**src/include/cdl_pkg.sv**
```systemverilog
// Purpose: shared constants for the cable diagnostic and link status register bank
// Assumes: 32-bit Avalon-MM word bus, registers hold 16-bit data in the low half
// Notes:   printed offsets are register indices; byte address is four times the index
package cdl_pkg;

  // register indices as printed
  localparam logic [9:0] IDX_MEASURE_CTRL = 10'h01E;
  localparam logic [9:0] IDX_RESET_CTRL   = 10'h01F;
  localparam logic [9:0] IDX_LINK_STATE   = 10'h133;
  localparam logic [9:0] IDX_FAULT_RES    = 10'h16B;
  localparam logic [9:0] IDX_PEAK_FIRST   = 10'h180;
  localparam logic [9:0] IDX_PEAK_SECOND  = 10'h181;
  localparam logic [9:0] IDX_PEAK_POL     = 10'h18A;
  // interrupt registers of our own
  localparam logic [9:0] IDX_IRQ_STATUS   = 10'h200;
  localparam logic [9:0] IDX_IRQ_MASK     = 10'h201;

  // measurement control fields
  localparam int MC_START_BIT = 15;
  localparam int MC_DONE_BIT  = 1;
  localparam int MC_FAIL_BIT  = 0;
  // reset control fields
  localparam int RC_HW_RESET_BIT = 15;
  localparam int RC_RESTART_BIT  = 14;
  localparam int RC_STANDBY_BIT  = 7;
  localparam logic [15:0] RC_RW_MASK = 16'h3FFF; // bits 13:0 plain read/write
  // link state fields
  localparam int LS_LINK_BIT  = 12;
  localparam int LS_LOCK_BIT  = 2;
  localparam int LS_LOCAL_BIT = 1;
  localparam int LS_REMOTE_BIT = 0;
  localparam logic [15:0] LS_RSVD_VALUE = 16'h05E0; // bits 11:3 read 0101_1110_0
  // fault result fields
  localparam int FR_FAULT_BIT = 9;
  localparam int FR_SHORT_BIT = 8;
  // polarity fields: peak n at bit 10+n
  localparam int PP_FIRST_BIT = 11;

  localparam logic [15:0] RESET_VALUE = 16'h0000;

  // interrupt status bits
  localparam int IRQ_DONE_BIT = 0;
  localparam int IRQ_FAIL_BIT = 1;
  localparam int IRQ_LINK_BIT = 2;
  localparam int IRQ_W        = 3;

  // restart pulse length
  localparam int RESTART_CYCLES = 16;

  typedef enum logic [1:0] {
    CDL_IDLE = 2'b00,
    CDL_RUN  = 2'b01,
    CDL_DONE = 2'b11
  } cdl_meas_e;

endpackage : cdl_pkg

```
**src/design/cdl_regs.sv**
```systemverilog
// Purpose: cable diagnostic, reset/standby control and link status register bank
// Assumes: analog reflectometry engine and receiver live outside and report by pins
// Notes:   Avalon-MM slave, one wait state on every access
//
// Summary of operation
// - start bit launches measurement, self clears
// - done bit set when measurement finishes
// - fail bit set when measurement failed
// - hardware reset bit acts like reset pin
// - restart bit restarts circuitry, keeps registers
// - standby bit selects standby, resets to zero
// - live link status reported, unlatched
// - descrambler lock reported live
// - local receiver status reported live
// - remote receiver status reported live
// - fault detected flag in results
// - fault kind: short one, open zero
// - fault distance in 1.5 m steps
// - first and second peak locations
// - third and fourth peak locations
// - per-peak polarity, valid when location nonzero
//
// The Avalon-MM register port was chosen for this implementation.
`timescale 1ns/1ps
module cdl_regs (
  input  wire logic        sys_clk,
  input  wire logic        rst_b,
  // avalon-mm slave
  input  wire logic [11:0] avs_address,
  input  wire logic        avs_read,
  input  wire logic        avs_write,
  input  wire logic [31:0] avs_writedata,
  input  wire logic [3:0]  avs_byteenable,
  output logic      [31:0] avs_readdata,
  output logic      [1:0]  avs_response,
  output logic             avs_waitrequest,
  // measurement engine
  output logic             meas_start,
  input  wire logic        meas_end,
  input  wire logic        meas_fail,
  input  wire logic        meas_fault,
  input  wire logic        meas_short,
  input  wire logic [7:0]  meas_fault_dist,
  input  wire logic [31:0] meas_peak_loc,
  input  wire logic [3:0]  meas_peak_neg,
  // receiver state pins
  input  wire logic        link_up,
  input  wire logic        descr_lock,
  input  wire logic        local_rx_ok,
  input  wire logic        remote_rx_ok,
  // control outputs
  output logic             phy_reset_b,
  output logic             phy_restart,
  output logic             standby_en,
  output logic             irq
);
  // interrupt width is needed before the status declarations below
  localparam int IRQ_W = cdl_pkg::IRQ_W;
  logic [3:0]  rx_sync;
  logic [31:0] peak_loc_reg;
  logic [3:0]  peak_neg_reg;
  logic [7:0]  fault_dist_reg;
  logic        fault_reg;
  logic        short_reg;
  logic        done_reg;
  logic        fail_reg;
  logic [13:0] rc_rw_reg;
  logic        hw_reset_pend_reg;
  logic [4:0]  restart_cnt_reg;
  logic [IRQ_W-1:0] irq_stat_reg;
  logic [IRQ_W-1:0] irq_mask_reg;
  logic        link_prev_reg;
  logic        access_reg;
  cdl_pkg::cdl_meas_e meas_state_reg;
  logic        soft_rst_b;
  logic        bus_take;
  logic        wr_hit;
  logic [9:0]  idx;
  logic [15:0] wdata;
  logic [15:0] rdata_next;
  logic        mapped;
  logic        meas_end_ev;
  logic        meas_launch;

  // receiver pins are asynchronous levels, so they pass the synchroniser
  cdl_sync #(.W(4)) u_rx_sync (
    .sys_clk  (sys_clk),
    .rst_b    (rst_b),
    .async_in ({link_up, descr_lock, local_rx_ok, remote_rx_ok}),
    .sync_out (rx_sync)
  );

  // internal reset: pin or the self-clearing hardware reset bit
  assign soft_rst_b = rst_b & ~hw_reset_pend_reg;

  // bus handshake: request is taken on the second cycle it stands
  assign bus_take = (avs_read | avs_write) & access_reg;
  assign idx      = avs_address[11:2];
  assign wdata    = {avs_byteenable[1] ? avs_writedata[15:8] : 8'h00,
                     avs_byteenable[0] ? avs_writedata[7:0]  : 8'h00};
  assign wr_hit   = avs_write & bus_take;

  function automatic logic lane_wr(input logic [3:0] be, input int bitpos);
    lane_wr = (bitpos >= 8) ? be[1] : be[0];
  endfunction : lane_wr

  function automatic logic wr_to(input logic [9:0] a, input logic [9:0] target);
    wr_to = (a == target);
  endfunction : wr_to

  assign meas_launch = wr_hit && wr_to(idx, cdl_pkg::IDX_MEASURE_CTRL)
                       && lane_wr(avs_byteenable, cdl_pkg::MC_START_BIT)
                       && avs_writedata[cdl_pkg::MC_START_BIT];
  assign meas_end_ev = (meas_state_reg == cdl_pkg::CDL_RUN) && meas_end;

  // wait state generator; one wait cycle gives registered read data
  always_ff @(posedge sys_clk)
  begin
    if (!soft_rst_b)
      access_reg <= 1'b0;
    else if (bus_take)
      access_reg <= 1'b0;
    else
      access_reg <= avs_read | avs_write;
  end

  // waitrequest kept in its own flop so the port comes straight from a register
  always_ff @(posedge sys_clk)
  begin
    if (!soft_rst_b)
      avs_waitrequest <= 1'b1;
    else if (bus_take)
      avs_waitrequest <= 1'b1;
    else
      avs_waitrequest <= ~(avs_read | avs_write);
  end

  // measurement sequencer; start reads back as one while a run is active
  always_ff @(posedge sys_clk)
  begin
    if (!soft_rst_b)
    begin
      meas_state_reg <= cdl_pkg::CDL_IDLE;
      meas_start     <= 1'b0;
    end
    else
    begin
      meas_start <= meas_launch;
      case (meas_state_reg)
        cdl_pkg::CDL_IDLE, cdl_pkg::CDL_DONE:
          if (meas_launch)
            meas_state_reg <= cdl_pkg::CDL_RUN;
        cdl_pkg::CDL_RUN:
          if (meas_end)
            meas_state_reg <= cdl_pkg::CDL_DONE;
        default:
          meas_state_reg <= cdl_pkg::CDL_IDLE;
      endcase
    end
  end

  // outcome capture; relaunch wipes stale results first
  always_ff @(posedge sys_clk)
  begin
    if (!soft_rst_b)
    begin
      done_reg       <= 1'b0;
      fail_reg       <= 1'b0;
      fault_reg      <= 1'b0;
      short_reg      <= 1'b0;
      fault_dist_reg <= 8'h00;
      peak_loc_reg   <= 32'h0000_0000;
      peak_neg_reg   <= 4'h0;
    end
    else if (meas_launch)
    begin
      done_reg       <= 1'b0;
      fail_reg       <= 1'b0;
      fault_reg      <= 1'b0;
      short_reg      <= 1'b0;
      fault_dist_reg <= 8'h00;
      peak_loc_reg   <= 32'h0000_0000;
      peak_neg_reg   <= 4'h0;
    end
    else if (meas_end_ev)
    begin
      done_reg       <= 1'b1;
      fail_reg       <= meas_fail;
      fault_reg      <= meas_fault;
      short_reg      <= meas_fault & meas_short;
      fault_dist_reg <= meas_fault ? meas_fault_dist : 8'h00;
      peak_loc_reg   <= meas_peak_loc;
      // polarity held only where the peak location is nonzero
      for (int i = 0; i < 4; i++)
        peak_neg_reg[i] <= meas_peak_neg[i] & (|meas_peak_loc[8*i +: 8]);
    end
  end

  // reset control register; bits 15 and 14 are self clearing
  always_ff @(posedge sys_clk)
  begin
    if (!rst_b)
      hw_reset_pend_reg <= 1'b0;
    else if (hw_reset_pend_reg)
      hw_reset_pend_reg <= 1'b0;
    else
      hw_reset_pend_reg <= wr_hit && wr_to(idx, cdl_pkg::IDX_RESET_CTRL)
                           && avs_byteenable[1] && avs_writedata[cdl_pkg::RC_HW_RESET_BIT];
  end

  always_ff @(posedge sys_clk)
  begin
    if (!soft_rst_b)
      rc_rw_reg <= 14'h0000;
    else if (wr_hit && wr_to(idx, cdl_pkg::IDX_RESET_CTRL))
    begin
      if (avs_byteenable[0])
        rc_rw_reg[7:0] <= wdata[7:0];
      if (avs_byteenable[1])
        rc_rw_reg[13:8] <= wdata[13:8];
    end
  end

  // restart pulse stretcher: registers survive, datapath sees a fixed pulse
  always_ff @(posedge sys_clk)
  begin
    if (!soft_rst_b)
      restart_cnt_reg <= 5'd0;
    else if (wr_hit && wr_to(idx, cdl_pkg::IDX_RESET_CTRL) && avs_byteenable[1]
             && avs_writedata[cdl_pkg::RC_RESTART_BIT])
      restart_cnt_reg <= 5'(cdl_pkg::RESTART_CYCLES);
    else if (restart_cnt_reg != 5'd0)
      restart_cnt_reg <= restart_cnt_reg - 5'd1;
  end

  // registered control outputs
  always_ff @(posedge sys_clk)
  begin
    if (!rst_b)
    begin
      phy_reset_b <= 1'b0;
      phy_restart <= 1'b0;
      standby_en  <= 1'b0;
    end
    else
    begin
      phy_reset_b <= ~hw_reset_pend_reg;
      phy_restart <= (restart_cnt_reg != 5'd0);
      standby_en  <= rc_rw_reg[cdl_pkg::RC_STANDBY_BIT];
    end
  end

  // sticky interrupt status, write one to clear; a new event beats the clear
  always_ff @(posedge sys_clk)
  begin
    if (!soft_rst_b)
    begin
      irq_stat_reg  <= '0;
      irq_mask_reg  <= '0;
      link_prev_reg <= 1'b0;
    end
    else
    begin
      link_prev_reg <= rx_sync[3];
      for (int i = 0; i < IRQ_W; i++)
      begin
        if (wr_hit && wr_to(idx, cdl_pkg::IDX_IRQ_STATUS) && avs_byteenable[0]
            && avs_writedata[i])
          irq_stat_reg[i] <= 1'b0;
      end
      if (meas_end_ev)
        irq_stat_reg[cdl_pkg::IRQ_DONE_BIT] <= 1'b1;
      if (meas_end_ev && meas_fail)
        irq_stat_reg[cdl_pkg::IRQ_FAIL_BIT] <= 1'b1;
      if (rx_sync[3] != link_prev_reg)
        irq_stat_reg[cdl_pkg::IRQ_LINK_BIT] <= 1'b1;
      if (wr_hit && wr_to(idx, cdl_pkg::IDX_IRQ_MASK) && avs_byteenable[0])
        irq_mask_reg <= avs_writedata[IRQ_W-1:0];
    end
  end

  always_ff @(posedge sys_clk)
  begin
    if (!soft_rst_b)
      irq <= 1'b0;
    else
      irq <= |(irq_stat_reg & ~irq_mask_reg); // a set mask bit silences its source
  end

  // read multiplexer; reserved bits read their defaults
  always_comb
  begin
    rdata_next = cdl_pkg::RESET_VALUE;
    mapped     = 1'b1;
    case (idx)
      cdl_pkg::IDX_MEASURE_CTRL:
      begin
        rdata_next[cdl_pkg::MC_START_BIT] = (meas_state_reg == cdl_pkg::CDL_RUN);
        rdata_next[cdl_pkg::MC_DONE_BIT]  = done_reg;
        rdata_next[cdl_pkg::MC_FAIL_BIT]  = fail_reg;
      end
      cdl_pkg::IDX_RESET_CTRL:
        rdata_next = {2'b00, rc_rw_reg};
      cdl_pkg::IDX_LINK_STATE:
      begin
        rdata_next = cdl_pkg::LS_RSVD_VALUE;
        rdata_next[cdl_pkg::LS_LINK_BIT]   = rx_sync[3];
        rdata_next[cdl_pkg::LS_LOCK_BIT]   = rx_sync[2];
        rdata_next[cdl_pkg::LS_LOCAL_BIT]  = rx_sync[1];
        rdata_next[cdl_pkg::LS_REMOTE_BIT] = rx_sync[0];
      end
      cdl_pkg::IDX_FAULT_RES:
      begin
        rdata_next[cdl_pkg::FR_FAULT_BIT] = fault_reg;
        rdata_next[cdl_pkg::FR_SHORT_BIT] = short_reg;
        rdata_next[7:0] = fault_dist_reg;
      end
      cdl_pkg::IDX_PEAK_FIRST:
        rdata_next = peak_loc_reg[15:0];
      cdl_pkg::IDX_PEAK_SECOND:
        rdata_next = peak_loc_reg[31:16];
      cdl_pkg::IDX_PEAK_POL:
        rdata_next[cdl_pkg::PP_FIRST_BIT +: 4] = peak_neg_reg;
      cdl_pkg::IDX_IRQ_STATUS:
        rdata_next[IRQ_W-1:0] = irq_stat_reg;
      cdl_pkg::IDX_IRQ_MASK:
        rdata_next[IRQ_W-1:0] = irq_mask_reg;
      default:
        mapped = 1'b0;
    endcase
  end

  // read data and response registered at the answering edge
  always_ff @(posedge sys_clk)
  begin
    if (!soft_rst_b)
    begin
      avs_readdata <= 32'h0000_0000;
      avs_response <= 2'b00;
    end
    else if ((avs_read | avs_write) && !access_reg)
    begin
      avs_readdata <= avs_read ? {16'h0000, rdata_next} : 32'h0000_0000;
      avs_response <= mapped ? 2'b00 : 2'b11; // unmapped answers decode error
    end
  end
endmodule : cdl_regs

```
**src/design/cdl_sync.sv**
```systemverilog
// Purpose: two flip-flop synchroniser for a bus of level inputs
// Assumes: inputs are quasi-static levels from outside the clock domain
// Notes:   the first stage is read only by the second stage
`timescale 1ns/1ps
module cdl_sync #(
  parameter int W = 1
) (
  input  wire logic         sys_clk,
  input  wire logic         rst_b,
  input  wire logic [W-1:0] async_in,
  output logic      [W-1:0] sync_out
);
  logic [W-1:0] stage1_reg;

  // double register against metastability
  always_ff @(posedge sys_clk)
  begin
    if (!rst_b)
    begin
      stage1_reg <= '0;
      sync_out   <= '0;
    end
    else
    begin
      stage1_reg <= async_in;
      sync_out   <= stage1_reg;
    end
  end
endmodule : cdl_sync

```
**config.mk**
```make
export PLATFORM = sky130hd
export DESIGN_NAME = cdl_regs
export DESIGN_NICKNAME = d
export VERILOG_FILES = /design/src/include/cdl_pkg.sv /design/src/design/cdl_regs.sv /design/src/design/cdl_sync.sv
export SDC_FILE = /design/constraint.sdc
export NUM_CORES = 1
export LEC_CHECK = 0
export ABC_AREA = 1
export BUFFER_PORTS_ARGS = -buffer_cell sky130_fd_sc_hd__buf_2
export CAP_MARGIN = 20
export CORE_AREA = 8 8 112 114
export CTS_BUF_LIST = sky130_fd_sc_hd__clkbuf_8
export CTS_CLUSTER_DIAMETER = 100
export DETAILED_ROUTE_END_ITERATION = 10
export DIE_AREA = 0 0 120 122
export PLACE_DENSITY_LB_ADDON = 0.1
export SYNTH_ARGS = -nofsm -noshare
export SYNTH_HDL_FRONTEND = slang
export SYNTH_SLANG_ARGS = --single-unit
```
**constraint.sdc**
```tcl
create_clock -name sys_clk -period 2.82 [get_ports sys_clk]
set_input_delay 0.141 -clock sys_clk [delete_from_list [all_inputs] [get_ports sys_clk]]
set_output_delay 0.141 -clock sys_clk [all_outputs]
set_load 0.03 [all_outputs]
```
==> results.py, run 1 <==
metrics = {
    "run_status": {
        "status": "finished clean",
    },
    "cells_and_area": {
        "area_growth_pct": 15.7,
        "drive_gt1_share_pct": 18.6,
        "final_common_cell": "nand2_1",
        "nets": 943,
        "largest_reg_flops": 32,
        "layout_common_cells": "nand2_1, dfxtp_1, buf_2, a21oi_1, inv_1",
    },
    "synthesis": {
        "yosysUniqueCellTypes": 36,
        "synth_edf_count": 0,
        "ys_ff_latch": 109,
        "synth_area_per_cell_um2": 7.03,
        "synth_top_area_share_pct": 42.5,
        "ys_top_cells_by_area": "dfxtp_1, nand2_1, a21oi_1",
        "synth.largest_area_cell": "dfxtp_1",
        "ys_seq_area_share_pct": 42.5,
        "syn_inst": 730,
        "synth-async-reset-ratio_pct": 0,
        "ys_warn_count": 0,
        "synth_area_mm2": 0.00513,
        "ys.flop_type": "dfxtp_1",
    },
    "drt": {
        "dr_total_vias": 4933,
        "drt_iter0_drc": 392,
        "wirelength_um": 14800,
        "wl_per_cell_um": 15.1,
        "drc_errors": 0,
        "vias_per_cell": 5.03,
        "drtAntennaViolNets": 0,
        "drtPass1Iterations": 6,
    },
    "sta": {
        "setup_violations": 0,
        "slew_headroom_pct": 47.9,
        "finalClockSkew_ns": 0.0135,
        "maxSlewViolCount": 0,
        "finalSetupTns_ns": 0,
        "fmax_mhz": 590,
        "hold_violations": 0,
        "rsz0062_at_grt": "false",
        "worst_hold_slack_ns": 0.0196,
        "worst_slew_pin_slew_ns": 0.779,
        "fin_crit_sh_pct": 60.1,
        "fin_crit_ns": 1.70,
    },
    "clock_tree": {
        "clk_latency_ns": 0.38,
        "cts_tree": "yes",
        "cts_max_level": 3,
        "post_cts_resized": 0,
        "numCtsBuffers": 9,
        "cts_sinks": 109,
        "path_clk_slew_ns": 0.10,
        "ctsLongestPathBuffers": 2,
        "cts-root-buf": "clkbuf_8",
    },
    "die": {
        "initial_utilization_pct": 48.0,
        "num_io_pins": 144,
        "die_x_um": 120,
        "design.die.area_mm2": 0.0146,
        "row_count": 38,
        "core_mm2": 0.0107,
        "die_y_um": 122,
    },
    "setup_path": {
        "arrival_ns": 1.94,
        "path_class": "reg -> reg",
        "cp.required_ns": 3.06,
        "end_kind": "flip-flop",
        "start_kind": "flip-flop",
        "critPathMaxFanout": 48,
    },
    "power_and_ir_drop": {
        "vdd_drop_max_uv": 371,
        "p_leak_nw": 2.77,
        "cellPowerDensity_mw_per_mm2": 555,
    },
    "grt": {
        "grt_pass1_wl_um": 23700,
        "antenna_found_initial": 1,
        "grt_pass1_vias": 4765,
        "grt_start_max_net_pins": 49,
        "groute.usage.overall_pct": 20.4,
        "grt_overflow": 0,
    },
    "min_path": {
        "hp-class": "in -> reg",
    },
    "place": {
        "gp_congestion": 0.895,
        "dp_hpwl_um": 11400,
        "port_buffers": 107,
    },
    "run": {
        "drv_cap": 0,
    },
}
[final cells by class]
type / instances / area (um^2)
tap: 140 / 175
antenna: 1 / 2.50
sequential: 109 / 2180
timing repair buffer: 124 / 693
clock buffer: 10 / 138
multi-input combinational: 518 / 2430
inverter: 73 / 275
fill: 1098 / 4760
clock inverter: 6 / 40.0
[worst max-delay path: stages, from the launching register on]
cell	delay [ns]
dfxtp_1	0.37
nand2_1	0.14
inv_1	0.14
nand3_1	0.10
nand3b_1	0.20
nand2_1	0.08
buf_4	0.42
a21oi_1	0.11
[repair_timing]
action / in CTS / in global routing
setup buffers: 0 / 0
hold endpoints to repair: 12 / 0
hold buffers: 12 / 0
[through the flow]
step	util, %	instance area, um^2	std cells	worst slack [ns]	total power [mW]
floorplan	-	5190	745	1.36	2.26
detailed placement	52.7	5640	952	1.04	2.45
global placement	52.7	5640	952	1.07	2.42
finish	55.5	5940	981	1.12	3.30
global route	55.5	5940	981	0.916	3.50
CTS	55.5	5940	980	1.12	3.33
[path summary, 6_finish.rpt]
| path | startpoint | end | slack [ns] | cells after the start |
|---|---|---|---|---|
| worst max register to register | access_reg$_SDFF_PP0_ | peak_loc_reg[17]$_SDFFE_PP0P_ | 1.12 | 7 |
| worst min register to register | u_rx_sync.stage1_reg[2]$_SDFF_PN0_ | u_rx_sync.sync_out[2]$_SDFF_PN0_ | 0.43 | 2 |
| worst max-delay path | access_reg$_SDFF_PP0_ | peak_loc_reg[17]$_SDFFE_PP0P_ | 1.12 | 7 |
| worst min-delay path | meas_peak_loc[16] | peak_loc_reg[16]$_SDFFE_PP0P_ | 0.02 | 3 |
[metal layers]
metal,part of all wire (%),GRT usage [%]
met5,0,0
met4,1.2,5.85
met3,7.1,5.55
met2,47,33.4
met1,45,26.0
[cell families after synthesis]
family / share of synthesized area, %
flip-flops: 42.5
XOR/XNOR: 0.512
buffers and inverters: 11.2
other: 0.0731
AND/OR/NAND/NOR: 33.4
AO/OA/AOI/OAI: 11.3
adder cells (fa/ha/maj): 0.975
[cell usage after synthesis, types with 6 or more instances]
cell,n
o21ai_0,22
a21oi_1,76
a22oi_1,9
inv_1,66
buf_6,6
nor2_1,60
nand4_1,8
nand3_1,66
nand2_1,211
nor4_1,8
dfxtp_1,109
buf_4,20
nor2_2,7
clkbuf_1,13
[power by group]
group          switching (mW)  total (mW)  internal (mW)
Sequential             0.0745        1.74           1.67
Clock                   0.525       0.869          0.344
Combinational           0.445       0.685          0.240
Note: power is estimated with default switching activity, not from simulation.
==> inputs of run 2 (changes only) <==
==> constraint.sdc (replaced) <==
create_clock -name sys_clk -period 1.4 [get_ports sys_clk]
set_input_delay 0.07 -clock sys_clk [delete_from_list [all_inputs] [get_ports sys_clk]]
set_output_delay 0.07 -clock sys_clk [all_outputs]
set_load 0.03 [all_outputs]
==> results.py, run 2 (synthesized netlist as in run 1, its figures left out) <==
metrics = {
    "place": {
        "gp_congestion": 0.941,
        "dp_hpwl_um": 12400,
        "port_buffers": 107,
        "dp.cells": 1006,
    },
    "setup_path": {
        "critPathMaxFanout": 23,
        "critPathMaxStageDelay_ns": 0.37,
        "path_delay_family": "simple AND/OR/NAND/NOR gates",
        "path_cells": "nand2_4, inv_2, nand3_2, nand3b_1, nand2_2, clkbuf_16, a21oi_1",
        "crit_buf_inv": 2,
        "start_kind": "flip-flop",
        "r2r_setup_slack_ns": 0.01,
        "crit_end": "peak_loc_reg[5]$_SDFFE_PP0P_",
        "ff2ff_path_depth": 7,
        "r2r-start": "access_reg$_SDFF_PP0_",
        "r2r-end": "peak_loc_reg[5]$_SDFFE_PP0P_",
        "end_kind": "flip-flop",
        "cp.required_ns": 1.69,
        "slowest_stage": "dfxtp_2",
        "arrival_ns": 1.68,
        "crit_cells": 7,
        "path_class": "reg -> reg",
        "crit_start": "access_reg$_SDFF_PP0_",
    },
    "die": {
        "design.die.area_mm2": 0.0146,
        "row_count": 38,
        "core_mm2": 0.0107,
        "die_x_um": 120,
        "die_y_um": 122,
        "num_io_pins": 144,
        "initial_utilization_pct": 48.0,
    },
    "drt": {
        "drt_iter0_drc": 391,
        "wl_per_cell_um": 15.6,
        "dr_total_vias": 5419,
        "vias_per_cell": 4.97,
        "wirelength_um": 17000,
        "drtPass1Iterations": 5,
        "drc_errors": 0,
        "drtAntennaViolNets": 0,
    },
    "clock_tree": {
        "numCtsBuffers": 9,
        "ctsLongestPathBuffers": 2,
        "cts_max_level": 3,
        "path_clk_slew_ns": 0.10,
        "clk_latency_ns": 0.39,
        "cts-root-buf": "clkbuf_8",
        "cts_sinks": 109,
        "cts_tree": "yes",
    },
    "run": {
        "drv_cap": 0,
    },
    "sta": {
        "fmax_mhz": 720,
        "fin_crit_ns": 1.39,
        "fin_crit_sh_pct": 99.3,
        "setup_violations": 0,
        "finalClockSkew_ns": 0.0161,
        "rsz0062_at_grt": "true",
        "worst_hold_slack_ns": 0.0172,
        "maxSlewViolCount": 0,
        "hold_violations": 0,
    },
    "cells_and_area": {
        "layout_common_cells": "nand2_1, dfxtp_1, buf_2, a21oi_1, inv_1",
        "nFillCells": 947,
        "nets": 1053,
        "area_growth_pct": 38.1,
        "drive_gt1_share_pct": 24.5,
        "regArea_mm2": 0.00218,
        "final_common_cell": "nand2_1",
        "fin_cells": 1091,
        "multiInputGateArea_mm2": 0.00249,
        "largest_reg_flops": 32,
    },
    "run_status": {
        "status": "finished clean",
    },
    "grt": {
        "grt_pass1_wl_um": 26400,
        "grt_pass1_vias": 5354,
        "groute.usage.overall_pct": 22.7,
        "grt_start_max_net_pins": 48,
        "antenna_found_initial": 1,
        "grt_overflow": 0,
    },
    "power_and_ir_drop": {
        "cellPowerDensity_mw_per_mm2": 1030,
        "p_leak_nw": 3.35,
        "vdd_drop_max_uv": 867,
    },
    "min_path": {
        "hp-class": "in -> reg",
    },
}
-- run 2: changes by cell type in the layout (fill, tap and decap cells not counted), moves of 3 or more --
cell,before,now
nand2_1,211,205
buf_4,5,53
dlygate4sd3_1,12,63
clkbuf_16,0,3
buf_12,0,5
nand2_4,2,6
-- run 2: repair_timing --
item	in CTS	in global routing
gates cloned	0	3
endpoints found under the setup margin	54	57
pin swaps	0	0
resized for setup	6	25
setup buffers	1	1
hold endpoints to repair	65	0
hold buffers	63	0
-- run 2: cell type report --
class	count	share of cell area, %
repair buffers	234	25.1
clock inverters	6	0.565
flip-flops and latches	109	30.8
inverters	73	3.92
clock buffers	10	1.94
multi-input cells	518	35.2
well taps	140	2.47
diodes	1	0.0353
-- run 2: report_power, final --
part	internal (mW)	switching, mW	total, mW	leakage, nW
clock network	0.694	1.10	1.79	0.0915
registers	3.36	0.160	3.52	0.886
logic	0.900	1.07	1.97	2.37
-- run 2: worst min-delay path by stage --
stage	from	to	slack, ns	depth (start not counted)
global route	avs_byteenable[1]	restart_cnt_reg[4]$_SDFFE_PN0P_	0.03	3
finish	avs_writedata[2]	rc_rw_reg[2]$_SDFFE_PN0P_	0.02	3
global placement	remote_rx_ok	u_rx_sync.stage1_reg[0]$_SDFF_PN0_	0.25	3
CTS	avs_writedata[2]	irq_stat_reg[2]$_SDFFE_PN0P_	0.002	4
floorplan	remote_rx_ok	u_rx_sync.stage1_reg[0]$_SDFF_PN0_	0.17	2
detailed placement	descr_lock	u_rx_sync.stage1_reg[2]$_SDFF_PN0_	0.25	3
-- run 2: per-layer routing --
metal	track usage, %	up-vias	wire length (um)	share of wire, %
li1	-	2741	-	-
met1	28.5	2469	7510	44
met2	38.0	189	8040	47
met3	5.60	20	1220	7.1
met4	6.17	0	276	1.6
met5	0	-	0	0
-- run 2: worst min-delay path, cell delays in order --
cell and delay [ns]:
buf_2 0.10, o21ai_0 0.08, a21oi_1 0.11
-- run 2: per-stage QoR --
| step | TNS, ns | total power [mW] | area, um^2 | utilization [%] | setup WS, ns |
|---|---|---|---|---|---|
| 3_3_place_gp | -5.06 | 5.12 | 6090 | 57.0 | -0.130 |
| 4_1_cts | -0.00196 | 7.08 | 6920 | 64.7 | -0.00196 |
| 6_report | 0 | 7.29 | 7090 | 66.3 | 0.0103 |
| 5_1_grt | -1.80 | 7.67 | 7090 | 66.3 | -0.0559 |
| 3_5_place_dp | -9.62 | 5.16 | 6090 | 57.0 | -0.200 |
| 2_1_floorplan | -1.20 | 4.56 | 5190 | - | -0.0603 |
==> inputs of run 3 (changes only) <==
--- a/config.mk
+++ b/config.mk
@@ -13,7 +13,7 @@
 export CTS_CLUSTER_DIAMETER = 100
 export DETAILED_ROUTE_END_ITERATION = 10
 export DIE_AREA = 0 0 120 122
-export PLACE_DENSITY_LB_ADDON = 0.1
+export PLACE_DENSITY_LB_ADDON = 0.25
 export SYNTH_ARGS = -nofsm -noshare
 export SYNTH_HDL_FRONTEND = slang
 export SYNTH_SLANG_ARGS = --single-unit
==> constraint.sdc (replaced) <==
create_clock -name sys_clk -period 1.6 [get_ports sys_clk]
set_input_delay 0.08 -clock sys_clk [delete_from_list [all_inputs] [get_ports sys_clk]]
set_output_delay 0.08 -clock sys_clk [all_outputs]
set_load 0.03 [all_outputs]
==> results.py, run 3 (synthesized netlist as in run 1, its figures left out) <==
metrics = {
    "power_and_ir_drop": {
        "power_mw": 6.17,
        "p_leak_nw": 3.07,
        "cellPowerDensity_mw_per_mm2": 932,
        "vdd_drop_max_uv": 585,
    },
    "sta": {
        "maxSlewViolCount": 0,
        "finalClockSkew_ns": 0.00959,
        "setup_violations": 0,
        "fin_crit_sh_pct": 96.2,
        "fmax_mhz": 650,
        "fin_crit_ns": 1.54,
        "hold_violations": 0,
    },
    "cells_and_area": {
        "nets": 1006,
        "area_growth_pct": 28.9,
        "layout_common_cells": "nand2_1, dfxtp_1, buf_2, a21oi_1, nand3_1",
        "final_common_cell": "nand2_1",
        "largest_reg_flops": 32,
        "fin_cells": 1044,
        "drive_gt1_share_pct": 20.1,
    },
    "setup_path": {
        "ff2ff_path_depth": 7,
        "path_class": "reg -> reg",
        "r2r-end": "peak_loc_reg[4]$_SDFFE_PP0P_",
        "critPathMaxFanout": 24,
        "end_kind": "flip-flop",
        "start_kind": "flip-flop",
        "arrival_ns": 1.81,
        "cp.required_ns": 1.87,
        "r2r_setup_slack_ns": 0.06,
        "crit_start": "access_reg$_SDFF_PP0_",
        "r2r-start": "access_reg$_SDFF_PP0_",
    },
    "grt": {
        "grt_overflow": 0,
        "grt_pass1_vias": 5074,
        "grt_start_max_net_pins": 49,
        "groute.usage.overall_pct": 21.0,
        "antenna_found_initial": 2,
        "grt_pass1_wl_um": 25000,
    },
    "min_path": {
        "hp-class": "in -> reg",
        "min_to": "restart_cnt_reg[4]$_SDFFE_PN0P_",
        "hold_depth": 3,
        "hold_start": "avs_writedata[14]",
    },
    "clock_tree": {
        "clk_latency_ns": 0.37,
        "numCtsBuffers": 9,
        "cts_max_level": 3,
        "ctsLongestPathBuffers": 2,
        "cts-root-buf": "clkbuf_8",
        "cts_sinks": 109,
        "path_clk_slew_ns": 0.11,
        "cts_tree": "yes",
    },
    "run_status": {
        "status": "finished clean",
    },
    "die": {
        "die_x_um": 120,
        "initial_utilization_pct": 48.0,
        "design.die.area_mm2": 0.0146,
        "die_y_um": 122,
        "row_count": 38,
        "num_io_pins": 144,
        "core_mm2": 0.0107,
    },
    "drt": {
        "dr_total_vias": 5285,
        "drtAntennaViolNets": 0,
        "vias_per_cell": 5.06,
        "wl_per_cell_um": 15.3,
        "drc_errors": 0,
        "wl_met1_um": 6920,
        "routed-wl-met3_um": 990,
        "drt_iter0_drc": 299,
        "drtPass1Iterations": 5,
        "wirelength_um": 16000,
        "top_layer_used": "met4",
        "wl_met2_um": 7740,
    },
    "place": {
        "dp_hpwl_um": 11400,
        "dp.cells": 968,
        "gp_congestion": 0.865,
        "port_buffers": 107,
    },
    "run": {
        "drv_cap": 0,
    },
}
run 3: cell count changes in the layout (fill, tap and decap cells not counted), moves of 3 or more:
cell	before	now
buf_4	53	18
nand2_4	6	3
nand2_1	205	208
dlygate4sd3_1	63	56
run 3: worst max-delay path by stage:
stage / cells after the start / end / slack (ns)
final: 7 / peak_loc_reg[4]$_SDFFE_PP0P_ / 0.06
after detailed placement: 8 / fault_dist_reg[3]$_SDFFE_PP0P_ / 0.03
after global placement: 9 / avs_readdata[15]$_SDFFE_PN0P_ / 0.06
after floorplan: 7 / peak_loc_reg[0]$_SDFFE_PP0P_ / 0.14
after CTS: 8 / fault_dist_reg[0]$_SDFFE_PP0P_ / 0.02
after global routing: 7 / peak_loc_reg[15]$_SDFFE_PP0P_ / -0.03
run 3: where the power goes:
part	internal, mW	leakage (nW)	switching, mW
sequential	2.94	0.885	0.139
combinational	0.559	2.08	0.834
clock	0.752	0.103	0.941
total	4.25	3.07	1.91
run 3: critical path: stages, from the launching register on:
cell      delay (ns)
dfxtp_1         0.36
nand2_1         0.14
inv_2           0.10
nand3_1         0.11
nand3b_1        0.28
nand2_4         0.16
buf_12          0.18
a21oi_1         0.08
run 3: per-stage QoR:
step	instance area [um^2]	utilization [%]	setup TNS, ns	hold slack [ns]	setup WS, ns
floorplan	5190	-	0	0.178	0.140
global placement	5800	54.2	0	0.259	0.0634
detailed placement	5800	54.2	0	0.267	0.0276
CTS	6550	61.2	0	0.00377	0.0170
global route	6620	61.8	-0.637	0.0196	-0.0322
finish	6620	61.8	0	0.00617	0.0608
run 3: repair_timing:
action                                  4_1_cts  5_1_grt
buffers inserted                              0        1
resized for setup                             0       11
hold buffers                                 56        0
hold endpoints to repair                     56        0
endpoints found under the setup margin        0       50
run 3: final cells by class:
type                    instances  area (um^2)
diodes                          2         5.00
repair buffers                186         1330
clock inverters                 5         52.6
repair inverters                1         7.51
fillers                      1003         4080
well taps                     140          175
clock buffers                  10          138
flip-flops and latches        109         2180
inverters                      73          279
multi-input cells             518         2440
run 3: routing by layer:
| metal | GRT usage [%] | up-vias |
|---|---|---|
| met4 | 7.73 | 0 |
| met3 | 3.75 | 24 |
| met5 | 0 | - |
| met1 | 26.2 | 2449 |
| met2 | 35.7 | 166 |
| li1 | - | 2646 |
